**src/rtl/pca_defs.svh**
```systemverilog
// Register offsets, field positions, reset values and divider counts of the counter array.
// Assumes a 32-bit classic Wishbone slave with byte addresses and data in the low byte.
`ifndef PCA_DEFS_SVH
`define PCA_DEFS_SVH

// Word-aligned byte offsets of the shared registers.
`define CTRL_OFS 8'h00
`define AMODE_OFS 8'h04
`define CNTL_OFS 8'h08
`define CNTH_OFS 8'h0C
// Module n occupies MOD_BASE + n * MOD_STRIDE: mode, then low byte, then high byte.
`define MOD_BASE 8'h20
`define MOD_STRIDE 8'h10
`define MOD_MODE_SUB 8'h00
`define MOD_LOW_SUB 8'h04
`define MOD_HIGH_SUB 8'h08

// Fields of array_control_reg.
`define CTRL_CF_BIT 7
`define CTRL_CR_BIT 6
`define CTRL_WDFLAG_BIT 4

// Fields of array_mode_reg.
`define AMODE_IDLE_SUSPEND_BIT_BIT 7
`define AMODE_WATCHDOG_ENABLE_BIT_BIT 6
`define AMODE_WATCHDOG_LOCK_BIT_BIT 5
`define AMODE_CPS_HI 3
`define AMODE_CPS_LO 1
`define AMODE_ECF_BIT 0

// Reset and forced values.
`define AMODE_RESET 8'h40
`define WDT_FORCED_MODE 8'h48
`define MODULE_COUNT 5
`define WDT_MODULE 4

// Clock source encodings and divider lengths.
`define CPS_DIV12 3'h0
`define CPS_DIV4 3'h1
`define CPS_EXT 3'h3
`define CPS_SYSCLK 3'h4
`define DIV12_LAST 4'hB
`define DIV4_LAST 4'h3

`endif

```
**src/rtl/pca_pkg.sv**
```systemverilog
// Types shared by the counter array top and the bench: bus carriers and the module mode layout.
// Assumes a 32-bit classic Wishbone bus with an 8-bit byte address.
package pca_pkg;

  // Master to slave signals of one classic Wishbone access.
  typedef struct packed {
    logic cyc;
    logic stb;
    logic we;
    logic [7:0] adr;
    logic [3:0] sel;
    logic [31:0] dat;
  } wb_req_s;

  // Slave to master answer.
  typedef struct packed {
    logic ack;
    logic [31:0] dat;
  } wb_rsp_s;

  // Layout of module_mode_reg, most significant bit first.
  typedef struct packed {
    logic wide_pwm_select;
    logic compare_enable_bit;
    logic capture_pos;
    logic capture_neg;
    logic match_flag_enable;
    logic toggle_enable;
    logic pwm_enable_bit;
    logic flag_interrupt_enable;
  } mode_s;

endpackage : pca_pkg

```
**src/rtl/pca_prescaler.sv**
```systemverilog
// Array clock enable generator: turns the clock source selection into a one-cycle tick.
// Assumes ext_tick_i is already synchronous to clk_i and one cycle wide per external edge.
`timescale 1ns/1ps
`include "pca_defs.svh"

module pca_prescaler (
  // Clock and reset.
  input wire logic clk_i,
  input wire logic rst_i,
  // Source selection and external event.
  input wire logic [2:0] source_i,
  input wire logic ext_tick_i,
  // Array clock enable.
  output logic tick_o
);

  logic [3:0] div_ff;
  logic [3:0] last;

  // Divider length for the two divided sources; unknown codes fall back to the slowest divider.
  always_comb begin
    last = (source_i == `CPS_DIV4) ? `DIV4_LAST : `DIV12_LAST;
  end

  // Free-running divider; a source change simply restarts at the next wrap.
  always_ff @(posedge clk_i) begin
    if (rst_i || div_ff >= last) begin
      div_ff <= 4'h0;
    end else begin
      div_ff <= div_ff + 4'h1;
    end
  end

  // Tick is combinational so the counter steps in the same cycle the divider wraps.
  always_comb begin
    case (source_i)
      `CPS_SYSCLK: tick_o = 1'b1;
      `CPS_EXT: tick_o = ext_tick_i;
      default: tick_o = (div_ff == last);
    endcase
  end

endmodule : pca_prescaler

```
**src/rtl/pca_wdt_pwm16.sv**
```systemverilog
// Counter array with five compare modules (16-bit PWM and software timer) and the module 4 watchdog.
// Assumes a classic Wishbone master on one 20 MHz clock and a synchronous active-high reset.
`timescale 1ns/1ps
`include "pca_defs.svh"

module pca_wdt_pwm16 (
  // Clock and reset.
  input wire logic clk_i,
  input wire logic rst_i,
  // Register bus.
  input wire pca_pkg::wb_req_s wb_req_i,
  output pca_pkg::wb_rsp_s wb_rsp_o,
  // System inputs.
  input wire logic cpu_idle_i,
  input wire logic ext_tick_i,
  // Outputs.
  output logic [4:0] module_output_pin_o,
  output logic wdt_reset_o
);

  // Byte address of register sub of module n.
  function automatic logic [7:0] mod_adr(input int n, input logic [7:0] sub);
    mod_adr = `MOD_BASE + 8'(n) * `MOD_STRIDE + sub;
  endfunction : mod_adr

  // Mode seen by the compare logic; module 4 is pinned to software timer while guarding.
  function automatic pca_pkg::mode_s eff_mode(input int n, input pca_pkg::mode_s m, input logic wd);
    eff_mode = (n == `WDT_MODULE && wd) ? pca_pkg::mode_s'(`WDT_FORCED_MODE) : m;
  endfunction : eff_mode

  // Bus state: acknowledge and the read word captured for it.
  logic ack_ff;
  logic [31:0] rdat_ff;

  // Control register: overflow flag, run bit and the five module event flags.
  logic cf_ff;
  logic cr_ff;
  logic [4:0] flag_ff;

  // Mode register fields; lock only ever sets until the next reset.
  logic idle_suspend_bit_ff;
  logic watchdog_enable_bit_ff;
  logic watchdog_lock_bit_ff;
  logic ecf_ff;
  logic [2:0] cps_ff;

  // The 16-bit counter and the five compare modules.
  logic [15:0] cnt_ff;
  pca_pkg::mode_s mode_ff [`MODULE_COUNT];
  logic [7:0] cpl_ff [`MODULE_COUNT];
  logic [7:0] cph_ff [`MODULE_COUNT];

  // Registered outputs.
  logic [4:0] out_ff;
  logic wdt_rst_ff;

  // Bus decode.
  logic req;
  logic wr;
  logic [7:0] wdata;
  logic wr_ctrl;
  logic wr_amode;
  logic wr_cntl;
  logic wr_cnth;

  // Counting and compare.
  logic wdt_en;
  logic tick;
  logic step;
  logic [15:0] nxt_cnt;
  logic ovf;
  logic low_ovf;
  logic [4:0] match;
  logic [4:0] pwm16_on;
  logic [4:0] flag_set;
  logic [31:0] nxt_rdat;
  logic wd_hit;
  logic wd_force;

  // Reset image of the mode register, sliced field by field below.
  localparam logic [7:0] amode_init = `AMODE_RESET;

  // Bus qualification: a write lands on the edge where ack is high, so only once per access.
  assign req = wb_req_i.cyc & wb_req_i.stb;
  assign wr = req & wb_req_i.we & ack_ff & wb_req_i.sel[0];
  assign wdata = wb_req_i.dat[7:0];
  assign wb_rsp_o = '{ack: ack_ff, dat: rdat_ff};

  // Accepted writes to the shared registers, decoded once for every process that needs them.
  assign wr_ctrl = wr & (wb_req_i.adr == `CTRL_OFS);
  assign wr_amode = wr & (wb_req_i.adr == `AMODE_OFS);
  assign wr_cntl = wr & (wb_req_i.adr == `CNTL_OFS);
  assign wr_cnth = wr & (wb_req_i.adr == `CNTH_OFS);

  // Enable and lock each keep the watchdog on.
  assign wdt_en = watchdog_enable_bit_ff | watchdog_lock_bit_ff;

  // Array clock enable from the selected source; defaults to divide by 12.
  // A change to a divided source takes effect at the next divider wrap, so one period may come out short.
  pca_prescaler u_prescaler (
    .clk_i(clk_i),
    .rst_i(rst_i),
    .source_i(cps_ff),
    .ext_tick_i(ext_tick_i),
    .tick_o(tick)
  );

  // The guard forces counting regardless of the run bit; idle suspend still applies.
  // Idle pauses the array only when the idle suspend bit is set and the CPU reports idle.
  assign step = tick & (cr_ff | wdt_en) & ~(idle_suspend_bit_ff & cpu_idle_i);
  assign nxt_cnt = cnt_ff + 16'h0001;
  assign ovf = step & (cnt_ff == 16'hFFFF);
  assign low_ovf = step & (cnt_ff[7:0] == 8'hFF);

  // Matches are taken as the counter steps onto the compare word, so the output rises with it.
  always_comb begin
    pca_pkg::mode_s m;
    m = '0;
    for (int n = 0; n < `MODULE_COUNT; n++) begin
      m = eff_mode(n, mode_ff[n], wdt_en);
      match[n] = step & m.compare_enable_bit & (nxt_cnt == {cph_ff[n], cpl_ff[n]});
      pwm16_on[n] = m.compare_enable_bit & m.pwm_enable_bit & m.wide_pwm_select;
      flag_set[n] = match[n] & m.match_flag_enable;
    end
  end

  // Watchdog trip sources. The deadline falls where the low byte wraps with the high bytes equal,
  // so an update late in a low-byte period still buys a full period per offset step.
  assign wd_hit = wdt_en & low_ovf & (cph_ff[`WDT_MODULE] == cnt_ff[15:8]);
  assign wd_force = wdt_en & wr_ctrl & wdata[`CTRL_WDFLAG_BIT];

  // Classic single-cycle acknowledge: one wait state, dropped the cycle after it is given.
  // A master that keeps the request up after ack simply starts a second access.
  always_ff @(posedge clk_i) begin
    if (rst_i) begin
      ack_ff <= 1'b0;
    end else begin
      ack_ff <= req & ~ack_ff;
    end
  end

  // Read multiplexer; unmapped addresses answer zero.
  always_comb begin
    nxt_rdat = 32'h0000_0000;
    case (wb_req_i.adr)
      `CTRL_OFS: nxt_rdat = {24'h000000, cf_ff, cr_ff, 1'b0, flag_ff};
      `AMODE_OFS: nxt_rdat = {24'h000000, idle_suspend_bit_ff, watchdog_enable_bit_ff, watchdog_lock_bit_ff, 1'b0, cps_ff, ecf_ff};
      `CNTL_OFS: nxt_rdat = {24'h000000, cnt_ff[7:0]};
      `CNTH_OFS: nxt_rdat = {24'h000000, cnt_ff[15:8]};
      default: begin
        // Module 4 mode reads as the forced software timer while guarding.
        for (int n = 0; n < `MODULE_COUNT; n++) begin
          if (wb_req_i.adr == mod_adr(n, `MOD_MODE_SUB)) begin
            nxt_rdat = {24'h000000, eff_mode(n, mode_ff[n], wdt_en)};
          end
          if (wb_req_i.adr == mod_adr(n, `MOD_LOW_SUB)) begin
            nxt_rdat = {24'h000000, cpl_ff[n]};
          end
          if (wb_req_i.adr == mod_adr(n, `MOD_HIGH_SUB)) begin
            nxt_rdat = {24'h000000, cph_ff[n]};
          end
        end
      end
    endcase
  end

  // Read data is captured as ack rises and held while ack stands.
  always_ff @(posedge clk_i) begin
    if (rst_i) begin
      rdat_ff <= 32'h0000_0000;
    end else if (req & ~ack_ff) begin
      rdat_ff <= nxt_rdat;
    end
  end

  // Overflow flag: sticky, and an overflow in the same cycle beats a clearing write.
  always_ff @(posedge clk_i) begin
    if (rst_i) begin
      cf_ff <= 1'b0;
    end else if (wr_ctrl) begin
      cf_ff <= wdata[`CTRL_CF_BIT] | ovf;
    end else begin
      cf_ff <= cf_ff | ovf;
    end
  end

  // Run bit holds only what software wrote, so it reads zero while the guard alone runs the counter.
  always_ff @(posedge clk_i) begin
    if (rst_i) begin
      cr_ff <= 1'b0;
    end else if (wr_ctrl) begin
      cr_ff <= wdata[`CTRL_CR_BIT];
    end
  end

  // Event flags: written value kept, a hardware match in the same cycle wins.
  always_ff @(posedge clk_i) begin
    if (rst_i) begin
      flag_ff <= 5'h00;
    end else if (wr_ctrl) begin
      flag_ff <= wdata[4:0] | flag_set;
    end else begin
      flag_ff <= flag_ff | flag_set;
    end
  end

  // Guard enable and lock: enabled after any reset, and lock only ever sets until reset.
  always_ff @(posedge clk_i) begin
    if (rst_i) begin
      watchdog_enable_bit_ff <= amode_init[`AMODE_WATCHDOG_ENABLE_BIT_BIT];
      watchdog_lock_bit_ff <= amode_init[`AMODE_WATCHDOG_LOCK_BIT_BIT];
    end else if (wr_amode) begin
      watchdog_enable_bit_ff <= wdata[`AMODE_WATCHDOG_ENABLE_BIT_BIT];
      watchdog_lock_bit_ff <= watchdog_lock_bit_ff | wdata[`AMODE_WATCHDOG_LOCK_BIT_BIT];
    end
  end

  // Overflow interrupt enable is stored only; the block has no interrupt logic.
  always_ff @(posedge clk_i) begin
    if (rst_i) begin
      ecf_ff <= amode_init[`AMODE_ECF_BIT];
    end else if (wr_amode) begin
      ecf_ff <= wdata[`AMODE_ECF_BIT];
    end
  end

  // Source and idle are frozen while guarding; the old enable decides, so software must disable first.
  always_ff @(posedge clk_i) begin
    if (rst_i) begin
      idle_suspend_bit_ff <= amode_init[`AMODE_IDLE_SUSPEND_BIT_BIT];
      cps_ff <= `CPS_DIV12;
    end else if (wr_amode && !wdt_en) begin
      idle_suspend_bit_ff <= wdata[`AMODE_IDLE_SUSPEND_BIT_BIT];
      cps_ff <= wdata[`AMODE_CPS_HI:`AMODE_CPS_LO];
    end
  end

  // Counter: software loads are refused while guarding; a load wins over a step.
  // Loads are byte-wise, so software should stop the counter before loading both bytes.
  always_ff @(posedge clk_i) begin
    if (rst_i) begin
      cnt_ff <= 16'h0000;
    end else if (wr_cntl && !wdt_en) begin
      cnt_ff[7:0] <= wdata;
    end else if (wr_cnth && !wdt_en) begin
      cnt_ff[15:8] <= wdata;
    end else if (step) begin
      cnt_ff <= nxt_cnt;
    end
  end

  // Module registers; the byte writes also steer compare enable.
  always_ff @(posedge clk_i) begin
    if (rst_i) begin
      for (int n = 0; n < `MODULE_COUNT; n++) begin
        mode_ff[n] <= '0;
        cpl_ff[n] <= 8'h00;
        cph_ff[n] <= 8'h00;
      end
    end else if (wr) begin
      for (int n = 0; n < `MODULE_COUNT; n++) begin
        if (n == `WDT_MODULE && wdt_en) begin
          // Mode writes are dropped and an update reloads the deadline.
          // The low byte stays writable while guarding: it is the refresh offset.
          if (wb_req_i.adr == mod_adr(n, `MOD_LOW_SUB)) begin
            cpl_ff[n] <= wdata;
          end
          if (wb_req_i.adr == mod_adr(n, `MOD_HIGH_SUB)) begin
            cph_ff[n] <= cnt_ff[15:8] + cpl_ff[n];
          end
        end else begin
          // Module 4 offers the full set of modes again once the guard is off.
          if (wb_req_i.adr == mod_adr(n, `MOD_MODE_SUB)) begin
            mode_ff[n] <= pca_pkg::mode_s'(wdata);
          end
          if (wb_req_i.adr == mod_adr(n, `MOD_LOW_SUB)) begin
            cpl_ff[n] <= wdata;
            mode_ff[n].compare_enable_bit <= 1'b0;
          end
          if (wb_req_i.adr == mod_adr(n, `MOD_HIGH_SUB)) begin
            cph_ff[n] <= wdata;
            mode_ff[n].compare_enable_bit <= 1'b1;
          end
        end
      end
    end
  end

  // PWM outputs: match raises, overflow lowers, match wins so a zero word stays high.
  // Any mode other than 16-bit PWM, including compare enable cleared, holds the pin low.
  // Both edges need an array step, so the pin only moves on ticks or when its module leaves 16-bit PWM mode.
  always_ff @(posedge clk_i) begin
    if (rst_i) begin
      out_ff <= 5'h00;
    end else begin
      for (int n = 0; n < `MODULE_COUNT; n++) begin
        if (!pwm16_on[n]) begin
          out_ff[n] <= 1'b0;
        end else if (match[n]) begin
          out_ff[n] <= 1'b1;
        end else if (ovf) begin
          out_ff[n] <= 1'b0;
        end
      end
    end
  end

  // Watchdog request: both sources are single-cycle events, so the flop gives one pulse.
  always_ff @(posedge clk_i) begin
    if (rst_i) begin
      wdt_rst_ff <= 1'b0;
    end else begin
      wdt_rst_ff <= wd_hit | wd_force;
    end
  end

  // Both outputs come straight from flops, so no glitch reaches the pins or the reset logic.
  assign module_output_pin_o = out_ff;
  assign wdt_reset_o = wdt_rst_ff;

endmodule : pca_wdt_pwm16

```
**config.mk**
```make
export PLATFORM = sky130hd
export DESIGN_NAME = pca_wdt_pwm16
export DESIGN_NICKNAME = d
export VERILOG_FILES = /design/src/rtl/pca_pkg.sv /design/src/rtl/pca_prescaler.sv /design/src/rtl/pca_wdt_pwm16.sv
export VERILOG_INCLUDE_DIRS = /design/src /design/src/rtl
export SDC_FILE = /design/constraint.sdc
export NUM_CORES = 1
export LEC_CHECK = 0
export BUFFER_PORTS_ARGS = -buffer_cell sky130_fd_sc_hd__buf_2
export CAP_MARGIN = 15
export CORE_MARGIN = 2
export CORE_UTILIZATION = 50
export CTS_CLUSTER_SIZE = 14
export DETAILED_ROUTE_END_ITERATION = 10
export PLACE_DENSITY = 0.66
export SLEW_MARGIN = 15
export SYNTH_ARGS = -nofsm -noshare
export SYNTH_HDL_FRONTEND = slang
export SYNTH_SLANG_ARGS = --single-unit
```
**constraint.sdc**
```tcl
create_clock -name clk_i -period 3.8 [get_ports clk_i]
set_clock_uncertainty 0.15 [all_clocks]
set_input_delay 1.14 -clock clk_i [delete_from_list [all_inputs] [get_ports clk_i]]
set_output_delay 1.14 -clock clk_i [all_outputs]
set_load 0.02 [all_outputs]
```
* After elaboration in Yosys (flattened, before gate mapping)
Memory sizes are Yosys's and may differ from the RTL's.
Cells that the tools add are included.
** Operators by class
- $add $sub $neg :: 3
- Multiply operators :: 0
- Div/mod/pow operators :: 0
- $lt $le $gt $ge :: 1
- Equal/unequal tests :: 31
- Shifts and indexed selects :: 0
- Muxes and demuxes :: 131
- Bitwise logic cells :: 86
- Reduce and logical (&&, ||, !) cells :: 20
** Operators by type and width (number)
- two-way mux 32 bit :: 14
- two-way mux 8 bit :: 22
- one-hot mux 32 bit (4 select lines) :: 1
- two-way mux 1 bit :: 90
- == test 16 bit :: 5
- == test 8 x 7 -> 1 bit, second input constant :: 9
- == test 8 x 6 -> 1 bit, second input constant :: 6
- bitwise AND 1 bit :: 43
- bitwise OR 1 bit :: 33
- adder 16 x 1 -> 16 bit, second input constant :: 1
- == test 16 bit, second input constant :: 1
- == test 8 x 4 -> 1 bit, second input constant :: 2
- two-way mux 16 bit :: 1
- nonzero test 2 bit :: 7
- bitwise OR 5 bit :: 2
- OR reduction 2 bit :: 5
- adder 8 bit :: 1
- == test 8 x 3 -> 1 bit, second input constant :: 1
- == test 8 bit :: 1
- == test 8 bit, second input constant :: 1
- logical NOT 8 bit :: 1
- NOT 1 bit :: 8
- two-way mux 5 bit :: 1
- adder 4 x 1 -> 4 bit, second input constant :: 1
- other kinds (12) :: 15
** Word-level totals
- Flip-flop bits (word level) :: 73
- Bits in latches :: 0
- Bits in writable memories :: 120
- Bits in read-only memories :: 0
- Input port bits :: 51
- Output and inout port bits :: 39
- Logic and storage cells :: 294
- Memories kept :: 3
** Memory list
- cph_ff :: words 5, width 8, rd ports 5, clocked after memory_dff 0, write ports 5, line pca_wdt_pwm16.sv:51 : logic [7:0] cph_ff [`MODULE_COUNT];
- cpl_ff :: words 5, width 8, rd ports 5, clocked after memory_dff 0, write ports 5, line pca_wdt_pwm16.sv:50 : logic [7:0] cpl_ff [`MODULE_COUNT];
- mode_ff :: words 5, width 8, rd ports 5, clocked after memory_dff 0, write ports 5, line pca_wdt_pwm16.sv:49 : pca_pkg::mode_s mode_ff [`MODULE_COUNT];

* Longest topological paths before layout
- Depth after elaboration :: 17
- Mapped depth :: 11
- Mapped depth without buffers :: 10

* Cells and area by module
From an unflattened synthesis, not the netlist that was laid out.
** Second synthesis, totals
- Cell total of the unflattened synthesis :: 1119
- Area, all modules :: 10867.9 um^2
** By module, submodules not included
- pca_wdt_pwm16 :: instances 1, cells an instance 1096, area each 10664.0 um^2, sequential area each 4504.3 um^2
- pca_prescaler :: instances 1, cells an instance 23, area each 203.9 um^2, sequential area each 80.1 um^2

* Worst setup path before layout
OpenSTA, ideal clock, no wires.
- Path type :: input port to flip-flop
- Start :: input port wb_req_i[42] in the netlist's numbering
- End :: memory cpl_ff[2][0] (enable)
- Library setup time :: 0.384 ns
- Data arrival time :: 2.852 ns
- Required time :: 3.266 ns
- Path slack :: 0.414 ns
- Stages :: 5
- Path buffers :: 2
- Path through :: clkbuf_1 -> nor4b_1 -> clkbuf_1 -> nand2_1 -> o21ai_0
** RTL lines
- start, declared :: line pca_wdt_pwm16.sv:11 : input wire pca_pkg::wb_req_s wb_req_i,
- end, declared :: line pca_wdt_pwm16.sv:50

* Worst setup path after layout
- Start :: register cnt_ff[1]
- End :: register out_ff[4] (netlist: module_output_pin_o[4])
** Between the ends
- Cells in the longest elaborated chain, start to end :: 4
- Elaborated cells on any way between the ends :: 7
- Those cells by class :: 1 x add/sub; 2 x eq/ne; 1 x mux; 2 x bitwise; 1 x reduce/logical
** Ends and longest elaborated chain
- start, declared :: line pca_wdt_pwm16.sv:48 : logic [15:0] cnt_ff;
- start signal, assigned :: line pca_wdt_pwm16.sv:244 : cnt_ff[7:0] <= wdata;
- start signal, assigned :: line pca_wdt_pwm16.sv:248 : cnt_ff <= nxt_cnt;
- adder 16 x 1 -> 16 bit :: line pca_wdt_pwm16.sv:111 : assign nxt_cnt = cnt_ff + 16'h0001;
- == test 16 bit :: line pca_wdt_pwm16.sv:121 : match[n] = step & m.compare_enable_bit & (nxt_cnt == {cph_ff[n], cpl_ff[n]});
- bitwise AND 1 bit :: line pca_wdt_pwm16.sv:121
- two-way mux 1 bit / nonzero test 2 bit (equally long branches)
- end signal, assigned by index :: line pca_wdt_pwm16.sv:298 : out_ff[n] <= 1'b0;
- end signal, assigned by index :: line pca_wdt_pwm16.sv:300 : out_ff[n] <= 1'b1;
- end signal, assigned by index :: line pca_wdt_pwm16.sv:302 : out_ff[n] <= 1'b0;
- end, declared :: line pca_wdt_pwm16.sv:54 : logic [4:0] out_ff;
Parallel ways exist; a longest one is shown, timed or not.
A chain may end at the register's enable or synchronous reset.

==> results_dict.tcl <==
set metrics [dict create \
    layout_min_cycle_time_ns 3.46 \
    grt_first_pass_wirelength_mm 58.8 \
    synth-seq-area-share 0.419 \
    routed_wl_mm 40.1 \
    max_cap_viol_count 0 \
    clock_sinks 169 \
    final_cell_area_sq_mm 0.0123 \
    clk_pin_slew_worst_paths_ns 0.08 \
    period_share 0.911 \
    yosys-top-cells-area "edfxtp_1 33%, dfxtp_1 9.0%, xnor2_1 5.0%, o21ai_0 3.4%, nor2_1 3.4%" \
    via_count 9981 \
    final_common_cell "edfxtp_1" \
    nNetsFinal 1259 \
    cts_buffers 17 \
    worstSetupPathType "reg -> reg" \
    tightestPinTransition_ns 0.852 \
    setup_tns_ns 0 \
    die_height_um 152 \
    io_buffers 38 \
    power_leakage_nw 4.45 \
    fp-row-count 54 \
    drv_slew 0 \
    nFillCells 1957 \
    layout_common_cells "120 x edfxtp_1, 98 x nor2_1, 80 x buf_4" \
    clockRootBuffer "clkbuf_16" \
    avgSynthCellArea_sq_um 9.61 \
    crit_fanout 9 \
    ys_ff_latch 169 \
    post_cts.repair.setup_buffers 0 \
    synth_top_cell_area_share 0.329 \
    drt_pass1_iterations 7 \
    antenna_found_initial 0 \
    required_ns 3.98 \
    insertedDiodeCount 0 \
    fmax_mhz 289 \
    peakVddDrop_mv 0.264 \
    grt_pass1_vias 9180 \
    start_util 0.505 \
    drive_gt1_frac 0.155 \
    ios 90 \
    dieArea_sq_mm 0.0231 \
    clockBufferDepth 2 \
    grt.overflow.total 0 \
    yosysWarnings 0 \
    power_density_mw_per_mm2 340 \
    grt_max_degree 43 \
    clk_latency_ns 0.45 \
    routedWlPerCell_um 26.9 \
    setup_violations 0 \
    place.gp.congestion 0.991 \
    synthDistinctLibCells 88 \
    areaGrowthSynthToFinish_pct 12.0 \
    synthCells 1140 \
    hp-class "reg -> reg" \
    dp_hpwl_mm 30.5 \
    placeableCoreArea_sq_mm 0.0217 \
    ant_nets 0 \
    grtUsageTotal 0.342 \
    rsz0062_at_grt "false" \
    worstSetupStartpoint "cnt_ff[1]$_SDFFE_PP0P_" \
    r2r_start "cnt_ff[1]$_SDFFE_PP0P_" \
    async_reset_ff_frac 0 \
    drtIter0Drc 1342 \
    viasPerCell 6.70 \
    htreeDepth 4 \
    postCtsHoldBufs 0 \
    synth_edf_count 120 \
    status "finished, final reports clean" \
    cts_tree "yes" \
    relSlewSlack 0.428 \
    crit_arrival_ns 3.65 \
    die_width_um 152 \
    end_kind "flop" \
    start_kind "flop" \
    hold_start "u_prescaler.div_ff[0]$_SDFF_PP0_" \
    yosysTopAreaCell "edfxtp_1" \
    finalHoldViolCount 0 \
    synth_ff_type "edfxtp_1" \
    dpl.cell_count 1458 \
    ctsResizeCount 0 \
    drc_errors 0 \
    synth_area_sq_mm 0.0110 \
    post_dp_cell_area_sq_mm 0.0117 \
    fin_cells 1490 \
]
==> worst paths after layout <==
path                                               to  slack [ns]  cells after the start
setup / recovery  module_output_pin_o[4]$_SDFFE_PP0P_        0.34                      9
hold / removal       u_prescaler.div_ff[0]$_SDFF_PP0_        0.30                      1
setup reg to reg  module_output_pin_o[4]$_SDFFE_PP0P_        0.34                      9
hold reg to reg      u_prescaler.div_ff[0]$_SDFF_PP0_        0.30                      1
==> logic make-up after synthesis <==
logic type                 Yosys count  synth area share
DFF                                169             0.419
adders and majority gates           11            0.0133
and+or+nand+nor                    407             0.205
buffers and inverters              114            0.0524
xor gates and xnor gates           112             0.102
AOI/OAI and AO/OA                  305             0.189
muxes                               21            0.0196
other                                1          0.000342
==> critical path, cell delays in order, from the launching register on <==
cell and delay [ns]:
dfxtp_1 0.63, ha_1 0.23, buf_4 0.21, nand3_2 0.19, nor4_2 0.38, xnor2_1 0.43, xnor2_1 0.19, nor4_1 0.30
nand4_1 0.25, a2111oi_2 0.38
==> sequential cells by signal, summed over array words and instances, names as in the netlist <==
register and count:
cph_ff 40, cpl_ff 40, mode_ff 40, cnt_ff 16, rdat_ff 8, flag_ff 5, module_output_pin_o 5, u_prescaler.div_ff 4
cps_ff 3, ack_ff 1, cf_ff 1, cr_ff 1, ecf_ff 1, idle_suspend_bit_ff 1, watchdog_enable_bit_ff 1, watchdog_lock_bit_ff 1
wdt_reset_o 1
==> power breakdown <==
group / internal, mW / switching (mW) / total [mW]
clock network: 0.889 / 0.871 / 1.76
registers: 2.02 / 0.0723 / 2.09
logic: 0.108 / 0.203 / 0.311
==> final cells by class <==
type	count	area, sq um	share of cell area
tap	280	350	0.0286
timing repair buffer	118	791	0.0645
inverter	11	41.3	0.00337
clock inverter	14	173	0.0141
multi-input combinational	880	5900	0.481
clock buffer	18	429	0.0350
sequential	169	4580	0.374
==> routing by layer <==
metal	vias up	wire [um]	global-route usage
met2	706	17500	0.524
met3	139	4500	0.0596
met1	4748	16200	0.482
li1	4388	-	-
met5	-	0	0
met4	0	1860	0.142
==> synthesized netlist by cell type, types with 7 or more instances <==
cell and n:
a2111oi_0 7, a211oi_1 13, a21o_1 8, a21oi_1 51, a221oi_1 16, a22o_1 9
a22oi_1 20, a31oi_1 9, and2_1 35, and3_1 15, buf_2 18, buf_4 29
clkbuf_1 50, dfxtp_1 49, edfxtp_1 120, ha_1 10, inv_1 10, mux2i_1 17
nand2_1 77, nand2b_1 8, nand3_1 27, nand4_1 24, nor2_1 98, nor2b_1 8
nor3_1 27, nor3b_1 7, nor4_1 13, o2111ai_1 9, o211ai_1 16, o21a_1 7
o21ai_0 75, o22ai_1 16, o31ai_1 8, or3_1 8, or4_1 7, xnor2_1 62
xnor3_1 8, xor2_1 40
==> metrics by stage <==
stage	setup slack [ns]	total power [mW]	util	hold WS (ns)
after floorplan	0.414	2.31	-	0.268
after global placement	0.111	2.43	0.538	0.287
after detailed placement	0.133	2.43	0.538	0.291
after CTS	0.422	4.16	0.566	0.308
after global routing	0.167	4.27	0.566	0.339
final	0.338	4.17	0.566	0.302
(Power assumes the default switching activity.)
